## config.mk

```make
export PLATFORM = sky130hd
export DESIGN_NAME = smcg_top
export DESIGN_NICKNAME = d
export VERILOG_FILES = /design/src/design/smcg_pkg.sv /design/src/design/smcg_clock_gate.sv /design/src/design/smcg_state_pins.sv /design/src/design/smcg_top.sv
export SDC_FILE = /design/constraint.sdc
export NUM_CORES = 1
export LEC_CHECK = 0
export BUFFER_PORTS_ARGS = -buffer_cell sky130_fd_sc_hd__buf_2
export CORE_MARGIN = 3
export CORE_UTILIZATION = 35
export DETAILED_ROUTE_END_ITERATION = 7
export PLACE_DENSITY_LB_ADDON = 0.25
export SLEW_MARGIN = 10
export SYNTH_ARGS = -nofsm -noshare
export SYNTH_HDL_FRONTEND = slang
export SYNTH_SLANG_ARGS = --single-unit
```

## constraint.sdc

```tcl
create_clock -name pclk -period 1.85 [get_ports pclk]
set_input_delay 0.185 -clock pclk [delete_from_list [all_inputs] [get_ports pclk]]
set_output_delay 0.185 -clock pclk [all_outputs]
set_load 0.01 [all_outputs]
```

## src/design/smcg_pkg.sv

```systemverilog
// Constants and carrier types for the standby and module clock gating block.
// Assumes an APB master on pclk and peripherals that take a gated clock each.
//
// How it works
// - Three 8-bit read/write standby registers; defined fields reset 0.
// - Primary bit 7 picks sleep (0) or deep standby (1) on halt.
// - Primary bit 4 keeps the crystal running in standby when set.
// - Primary bit 2 set stops the timer unit clock.
// - Primary bit 1 set stops the real-time unit clock.
// - Reserved bits read 0; software writes 0 there.
// - Second bit 7 set stops the debug interface clock.
// - Second bit 6 set stops the break controller clock.
// - Second bit 5 set stops the DMA controller clock.
// - Second bit 3 set stops the translation buffer clock.
// - Second bit 2 set stops the cache clock.
// - Third bit 7 set stops the USB clock.
// - Third bit 5 set stops the compare match timer clock.
// - Third bit 4 set stops the timer pulse unit clock.
// - Third bit 3 set stops the converter control clock.
// - Third bit 2 set stops the infrared interface clock.
// - Third bits 1 and 0 stop serial FIFO channels 2 and 0.
// - Clearing a stop bit or reset restores the clock; bit reads back.
// - State pins: reset HH, sleep HL, standby LH, normal LL.
package smcg_pkg;

   // Register byte offsets
   localparam logic [11:0] SMCG_OFS_PRIMARY = 12'h000;
   localparam logic [11:0] SMCG_OFS_SECOND = 12'h004;
   localparam logic [11:0] SMCG_OFS_THIRD = 12'h008;
   localparam logic [11:0] SMCG_OFS_STATUS = 12'h00c;

   // Reset values and writable masks
   localparam logic [7:0] SMCG_RST_REG = 8'h00;
   localparam logic [7:0] SMCG_WMASK_PRIMARY = 8'h96;
   localparam logic [7:0] SMCG_WMASK_SECOND = 8'hec;
   localparam logic [7:0] SMCG_WMASK_THIRD = 8'hbf;

   // Field positions, primary register
   localparam int SMCG_BIT_DEEP_STANDBY = 7;
   localparam int SMCG_BIT_CRYSTAL_KEEP = 4;
   localparam int SMCG_BIT_TIMER = 2;
   localparam int SMCG_BIT_REALTIME = 1;
   // Second register
   localparam int SMCG_BIT_DEBUG = 7;
   localparam int SMCG_BIT_BREAK = 6;
   localparam int SMCG_BIT_DMA = 5;
   localparam int SMCG_BIT_TLB = 3;
   localparam int SMCG_BIT_CACHE = 2;
   // Third register
   localparam int SMCG_BIT_USB = 7;
   localparam int SMCG_BIT_COMPARE_TIMER = 5;
   localparam int SMCG_BIT_PULSE_UNIT = 4;
   localparam int SMCG_BIT_ADC = 3;
   localparam int SMCG_BIT_IRDA = 2;
   localparam int SMCG_BIT_SFIFO2 = 1;
   localparam int SMCG_BIT_SFIFO0 = 0;

   // Gated module clock count and the one that survives standby
   localparam int SMCG_NUM_GATES = 14;
   localparam int SMCG_GATE_REALTIME = 1;

   // Processing state pin codes {hi, lo}
   localparam logic [1:0] SMCG_PS_RESET = 2'h3;
   localparam logic [1:0] SMCG_PS_SLEEP = 2'h2;
   localparam logic [1:0] SMCG_PS_STANDBY = 2'h1;
   localparam logic [1:0] SMCG_PS_NORMAL = 2'h0;

   typedef enum logic [1:0] {
      SMCG_MODE_RUN,
      SMCG_MODE_SLEEP,
      SMCG_MODE_STANDBY
   } smcg_mode_t;

   // APB request from the master
   typedef struct packed {
      logic psel;
      logic penable;
      logic pwrite;
      logic [11:0] paddr;
      logic [31:0] pwdata;
   } smcg_apb_req_t;

   // APB answer to the master
   typedef struct packed {
      logic pready;
      logic pslverr;
      logic [31:0] prdata;
   } smcg_apb_rsp_t;

endpackage

```

## src/design/smcg_clock_gate.sv

```systemverilog
// Glitch-free clock gate for one peripheral module.
// Assumes stop is a level from pclk flops; output is pclk while enabled.
`timescale 1ns/1ps
`default_nettype none
module smcg_clock_gate (
   input wire logic pclk,
   input wire logic presetn,
   input wire logic stop,
   output logic gclk,
   output logic running
);
   import smcg_pkg::*;

   typedef struct packed {
      logic en;
   } smcg_gate_state_t;

   smcg_gate_state_t st_ff;
   smcg_gate_state_t nxt_st;

   // Enable follows the stop request
   always_comb begin
      nxt_st = st_ff;
      nxt_st.en = ~stop;
   end

   // Falling edge capture: enable only moves while pclk is low
   always_ff @(negedge pclk or negedge presetn) begin
      if (!presetn) begin
         st_ff <= '{en: 1'b1};
      end else begin
         st_ff <= nxt_st;
      end
   end

   assign gclk = pclk & st_ff.en; // No truncated pulse
   assign running = st_ff.en;
endmodule
`default_nettype wire

```

## src/design/smcg_state_pins.sv

```systemverilog
// Processing state pin encoder.
// Assumes the mode comes from the pclk domain of the top.
`timescale 1ns/1ps
`default_nettype none
module smcg_state_pins (
   input wire logic pclk,
   input wire logic presetn,
   input wire smcg_pkg::smcg_mode_t mode,
   output logic proc_state_hi,
   output logic proc_state_lo
);
   import smcg_pkg::*;

   typedef struct packed {
      logic [1:0] pins;
   } smcg_pins_state_t;

   smcg_pins_state_t st_ff;
   smcg_pins_state_t nxt_st;

   // Mode to pin code
   always_comb begin
      nxt_st = st_ff;
      case (mode)
         SMCG_MODE_SLEEP: nxt_st.pins = SMCG_PS_SLEEP;
         SMCG_MODE_STANDBY: nxt_st.pins = SMCG_PS_STANDBY;
         default: nxt_st.pins = SMCG_PS_NORMAL;
      endcase
   end

   // Reset shows HH
   always_ff @(posedge pclk or negedge presetn) begin
      if (!presetn) begin
         st_ff <= '{pins: SMCG_PS_RESET};
      end else begin
         st_ff <= nxt_st;
      end
   end

   assign proc_state_hi = st_ff.pins[1];
   assign proc_state_lo = st_ff.pins[0];
endmodule
`default_nettype wire

```

## src/design/smcg_top.sv

```systemverilog
// Standby control registers, halt mode sequencing and module clock gates.
// Assumes an APB master on pclk; halt_exec is a one-cycle pulse from the
// CPU and wake_req a level from the interrupt logic.
//
// Added by the designer: the APB slave port and the register offsets.
`timescale 1ns/1ps
`default_nettype none
module smcg_top (
   input wire logic pclk,
   input wire logic presetn,
   input wire smcg_pkg::smcg_apb_req_t apb_req,
   output smcg_pkg::smcg_apb_rsp_t apb_rsp,
   input wire logic halt_exec,
   input wire logic wake_req,
   output logic crystal_enable,
   output logic [13:0] module_clk,
   output logic proc_state_hi,
   output logic proc_state_lo
);
   import smcg_pkg::*;

   typedef struct packed {
      logic [7:0] primary;
      logic [7:0] second;
      logic [7:0] third;
      smcg_mode_t mode;
      logic pready;
      logic pslverr;
      logic [31:0] prdata;
      logic xtal;
   } smcg_top_state_t;

   smcg_top_state_t st_ff;
   smcg_top_state_t nxt_st;
   logic [SMCG_NUM_GATES-1:0] stop_bits;
   logic [SMCG_NUM_GATES-1:0] gate_stop;
   logic [SMCG_NUM_GATES-1:0] gate_running;
   logic access;
   logic finish;
   logic wr_done;
   logic [7:0] wbyte;

   // Access phase seen, and the edge at which it completes
   assign access = apb_req.psel & apb_req.penable;
   assign finish = access & st_ff.pready;
   assign wr_done = finish & apb_req.pwrite & ~st_ff.pslverr;
   assign wbyte = apb_req.pwdata[7:0];

   // Software stop bits in gate order
   assign stop_bits[0] = st_ff.primary[SMCG_BIT_TIMER];
   assign stop_bits[1] = st_ff.primary[SMCG_BIT_REALTIME];
   assign stop_bits[2] = st_ff.second[SMCG_BIT_DEBUG];
   assign stop_bits[3] = st_ff.second[SMCG_BIT_BREAK];
   assign stop_bits[4] = st_ff.second[SMCG_BIT_DMA];
   assign stop_bits[5] = st_ff.second[SMCG_BIT_TLB];
   assign stop_bits[6] = st_ff.second[SMCG_BIT_CACHE];
   assign stop_bits[7] = st_ff.third[SMCG_BIT_USB];
   assign stop_bits[8] = st_ff.third[SMCG_BIT_COMPARE_TIMER];
   assign stop_bits[9] = st_ff.third[SMCG_BIT_PULSE_UNIT];
   assign stop_bits[10] = st_ff.third[SMCG_BIT_ADC];
   assign stop_bits[11] = st_ff.third[SMCG_BIT_IRDA];
   assign stop_bits[12] = st_ff.third[SMCG_BIT_SFIFO2];
   assign stop_bits[13] = st_ff.third[SMCG_BIT_SFIFO0];

   // One gate per module; standby halts all but the real-time unit,
   // which keeps its clock so it can wake the chip
   genvar g;
   generate
      for (g = 0; g < SMCG_NUM_GATES; g = g + 1) begin : gen_gate
         if (g == SMCG_GATE_REALTIME) begin : gen_rt
            assign gate_stop[g] = stop_bits[g];
         end else begin : gen_std
            assign gate_stop[g] = stop_bits[g] |
               (st_ff.mode == SMCG_MODE_STANDBY);
         end
         smcg_clock_gate u_gate (
            .pclk(pclk),
            .presetn(presetn),
            .stop(gate_stop[g]),
            .gclk(module_clk[g]),
            .running(gate_running[g])
         );
      end
   endgenerate

   // Register bus, mode sequencing and crystal control
   always_comb begin
      nxt_st = st_ff;

      // One wait state: answer registered in the first access cycle
      if (finish) begin
         nxt_st.pready = 1'b0;
         nxt_st.pslverr = 1'b0;
      end else if (access) begin
         nxt_st.pready = 1'b1;
         nxt_st.pslverr = 1'b0;
         nxt_st.prdata = 32'h0000_0000;
         if (apb_req.paddr == SMCG_OFS_PRIMARY) begin
            nxt_st.prdata[7:0] = st_ff.primary;
         end else if (apb_req.paddr == SMCG_OFS_SECOND) begin
            nxt_st.prdata[7:0] = st_ff.second;
         end else if (apb_req.paddr == SMCG_OFS_THIRD) begin
            nxt_st.prdata[7:0] = st_ff.third;
         end else if (apb_req.paddr == SMCG_OFS_STATUS) begin
            nxt_st.prdata[1:0] = {proc_state_hi, proc_state_lo};
            nxt_st.prdata[3:2] = st_ff.mode;
            nxt_st.prdata[4] = st_ff.xtal;
            nxt_st.prdata[18:5] = gate_running;
         end else begin
            nxt_st.pslverr = 1'b1; // Unmapped address
         end
         if (apb_req.pwrite && apb_req.paddr == SMCG_OFS_STATUS) begin
            nxt_st.pslverr = 1'b1; // Status is read-only
         end
      end

      // Write lands at the completing edge; reserved bits stay 0
      if (wr_done) begin
         if (apb_req.paddr == SMCG_OFS_PRIMARY) begin
            nxt_st.primary = wbyte & SMCG_WMASK_PRIMARY;
         end else if (apb_req.paddr == SMCG_OFS_SECOND) begin
            nxt_st.second = wbyte & SMCG_WMASK_SECOND;
         end else if (apb_req.paddr == SMCG_OFS_THIRD) begin
            nxt_st.third = wbyte & SMCG_WMASK_THIRD;
         end
      end

      // Halt picks its target from the standby select bit
      case (st_ff.mode)
         SMCG_MODE_RUN: begin
            if (halt_exec) begin
               if (st_ff.primary[SMCG_BIT_DEEP_STANDBY]) begin
                  nxt_st.mode = SMCG_MODE_STANDBY;
               end else begin
                  nxt_st.mode = SMCG_MODE_SLEEP;
               end
            end
         end
         SMCG_MODE_SLEEP: begin
            if (wake_req) begin
               nxt_st.mode = SMCG_MODE_RUN;
            end
         end
         SMCG_MODE_STANDBY: begin
            if (wake_req) begin
               nxt_st.mode = SMCG_MODE_RUN;
            end
         end
         default: begin
            nxt_st.mode = SMCG_MODE_RUN;
         end
      endcase

      // Crystal stops in standby unless told to keep running
      nxt_st.xtal = (nxt_st.mode != SMCG_MODE_STANDBY) |
         st_ff.primary[SMCG_BIT_CRYSTAL_KEEP];
   end

   // All fields but the crystal enable clear at reset, clocks therefore run
   always_ff @(posedge pclk or negedge presetn) begin
      if (!presetn) begin
         st_ff.primary <= SMCG_RST_REG;
         st_ff.second <= SMCG_RST_REG;
         st_ff.third <= SMCG_RST_REG;
         st_ff.mode <= SMCG_MODE_RUN;
         st_ff.pready <= 1'b0;
         st_ff.pslverr <= 1'b0;
         st_ff.prdata <= 32'h0000_0000;
         st_ff.xtal <= 1'b1;
      end else begin
         st_ff <= nxt_st;
      end
   end

   // Processing state pins follow the mode
   smcg_state_pins u_pins (
      .pclk(pclk),
      .presetn(presetn),
      .mode(st_ff.mode),
      .proc_state_hi(proc_state_hi),
      .proc_state_lo(proc_state_lo)
   );

   // One driver for the whole answer; error only shows with ready
   assign apb_rsp = '{pready: st_ff.pready,
      pslverr: st_ff.pslverr & st_ff.pready, prdata: st_ff.prdata};
   assign crystal_enable = st_ff.xtal;
endmodule
`default_nettype wire

```

==> results.cfg <==
[critical_path]
cp_slowest_cell = dfstp_2
end_kind = output port
path_cells = and2_1, buf_2
critPathRequiredTime_ns = 1.66
cp_num_buf_inv = 1
cp.arrival_ns = 2.16
cpPeakStageDelay_ns = 0.53
critPathKind = register to output port
start_kind = register
critPathMaxFanout = 2
cp_top_family = flip-flops

[layout]
diodes = 0
drive_above_1_share_pct = 49.04
multiInputGateArea_sq_um = 1095
nFillCells = 712
mostFrequentLayoutCell = buf_2
final-seq-area_sq_um = 1423
finalNetCount = 364
instances_no_fill = 411
final_cell_mix = buf_2 (52), dfrtp_1 (39), inv_1 (17), nor2_1 (17), dfstp_2 (17)
areaGrowthSynthToFinish_pct = 25.32
fin_util_pct = 46.66

[route]
num_vias = 1957
route.detailed.drc = 0
wirelength_microns = 6150
routedWlPerCell_microns = 14.96
drt_pass1_iterations = 4
drt_iter0_drc = 40
ant_nets = 0
post_drt_via_cell_ratio = 4.762

[global_route]
grt_usage_pct = 14.05
grt_max_degree = 41
grt_pass1_wl_microns = 9722
antenna_found_initial = 0
overflow = 0
grt_pass1_vias = 2140

[pwr]
leakage_nw = 1.788
power.density_nw_per_um2 = 1266
power_w = 0.004446
peakVddDrop_v = 0.0003734

[sta]
setup_slack_ns = -0.4940
hold_violations = 0
maxSlewViolCount = 0
setup_viol = 32
rsz0062_at_grt = true
fin_skew_ns = 0.07506

[floorplan]
die_y_microns = 95.47
dieArea_sq_um = 9114
fp.coreArea_sq_um = 7525
rows = 31
ios = 102
initial_core_util_pct = 37.23
die_w_microns = 95.47

[place]
gp_congestion = 0.7612
dp.cells = 378
hpwl_microns = 4409
io_buffer_count = 64

[synth]
netlist_area_sq_um = 2801
synthCells = 244
yosysSeqAreaShare_pct = 50.78
synth_edf_count = 0
yosysUniqueCellTypes = 34
yosysWarnings = 0
synth.avg_cell_area_sq_um = 11.48
dominantRegCellSynth = dfrtp_1
async_flop_share_pct = 100.0
ys_seq_elements = 56

[clocking]
cts_tree = yes
insertion_delay_ns = 0.48
cts.clk_slew.worst_paths_ns = 0.10

[worst_hold_path]
min_path_type = primary input to register

[flow_run]
cap_violations = 0

[outcome]
violations = negative setup slack
status = finished, violations left
[area by class of cell]
cell class / instances / area share [%]
Sequential cell: 56 / 40.52
Timing Repair Buffer: 68 / 11.76
Inverter: 4 / 0.4277
Multi-Input combinational cell: 138 / 31.18
Clock inverter: 18 / 1.960
Clock buffer: 28 / 10.62
Tap cell: 99 / 3.528
[flip-flops by register name (all words and copies together), names as in the netlist]
name / cells
apb_rsp: 20
crystal_enable: 1
gate_stop: 1
gen_gate.u_gate.running: 14
st_ff: 18
u_pins.st_ff: 2
[cells by family after synthesis]
| group | synth area share (%) |
|---|---|
| buffers and inverters | 14.74 |
| other | 0.1339 |
| AND/OR/NAND/NOR | 14.16 |
| multiplexers | 9.960 |
| flip-flops | 50.78 |
| adder cells (fa/ha/maj) | 1.787 |
| AO/OA/AOI/OAI | 8.441 |
[layer usage]
metal	vias up	share of wire [%]	routed length, microns	global-route usage [%]
li1	907	-	-	-
met1	957	43	2628	16.24
met2	80	49	3020	21.92
met3	13	5.9	365	5.288
met4	0	2.2	137	8.768
met5	-	0	0	0
[worst paths after layout]
kind,startpoint,endpoint,slack (ns),depth (start not counted)
hold reg to reg,apb_rsp[0],apb_rsp[0],0.49,2
hold / removal,apb_req[3],st_ff[40],0.03,2
max in group asynchronous,presetn,gen_gate[9].u_gate.running,0.44,3
setup reg to reg,gen_gate[2].u_gate.running,apb_rsp[7],-0.15,4
setup / recovery,gen_gate[0].u_gate.running,module_clk[0],-0.49,2
min in group asynchronous,presetn,apb_rsp[8],0.27,3
[metrics by stage]
stage	worst slack (ns)	setup TNS (ns)	hold WS [ns]	area [sq um]
floorplan	-0.07347	-0.09738	-0.1106	2869
global placement	-0.08076	-0.2869	0.1702	3042
CTS	-0.5045	-7.382	0.009472	3446
global route	-0.5464	-8.064	0.01282	3511
detailed placement	-0.1195	-0.4223	0.1779	3042
finish	-0.4940	-7.076	0.02766	3511
[where the power goes]
group / switching, W / internal, W / total [W]
combinational: 0.000191 / 0.000130 / 0.000321
clock: 0.00109 / 0.00175 / 0.00284
sequential: 0.0000189 / 0.00127 / 0.00129
[synthesized netlist by cell type (2+ instances only)]
library cell   n  area [sq um]
nor2_1        17         63.81
nor3_1         3         15.01
nor2b_1        2         12.51
a22o_1        11         96.34
ha_1           4         50.05
nor4_4         2         42.54
o21ai_0        7         35.03
buf_4         48         360.4
nor4_2         2         25.02
a22oi_1        3         22.52
dfrtp_1       39         975.9
inv_1          5         18.77
and3_1         2         12.51
dfstp_2       17         446.7
mux2_4         7         105.1
nand3b_1       4         30.03
a32oi_1        2         17.52
nand3_1        2         10.01
mux2_2        11         123.9
nand2_1       13         48.80
mux2i_1        5         50.05
and2_1        15         93.84
o31ai_1        2         15.01
o22ai_1        2         12.51
o41ai_1        3         26.28
buf_1          2         7.510
clkbuf_1       7         26.28
[repair_timing]
item,CTS,global route
gates cloned,0,0
pin swaps,3,1
endpoints found under the setup margin,38,47
hold endpoints to repair,27,0
setup buffers,1,0
resized for setup,17,18
hold buffers,3,0
No activity file was read; power rests on OpenSTA's default activity.
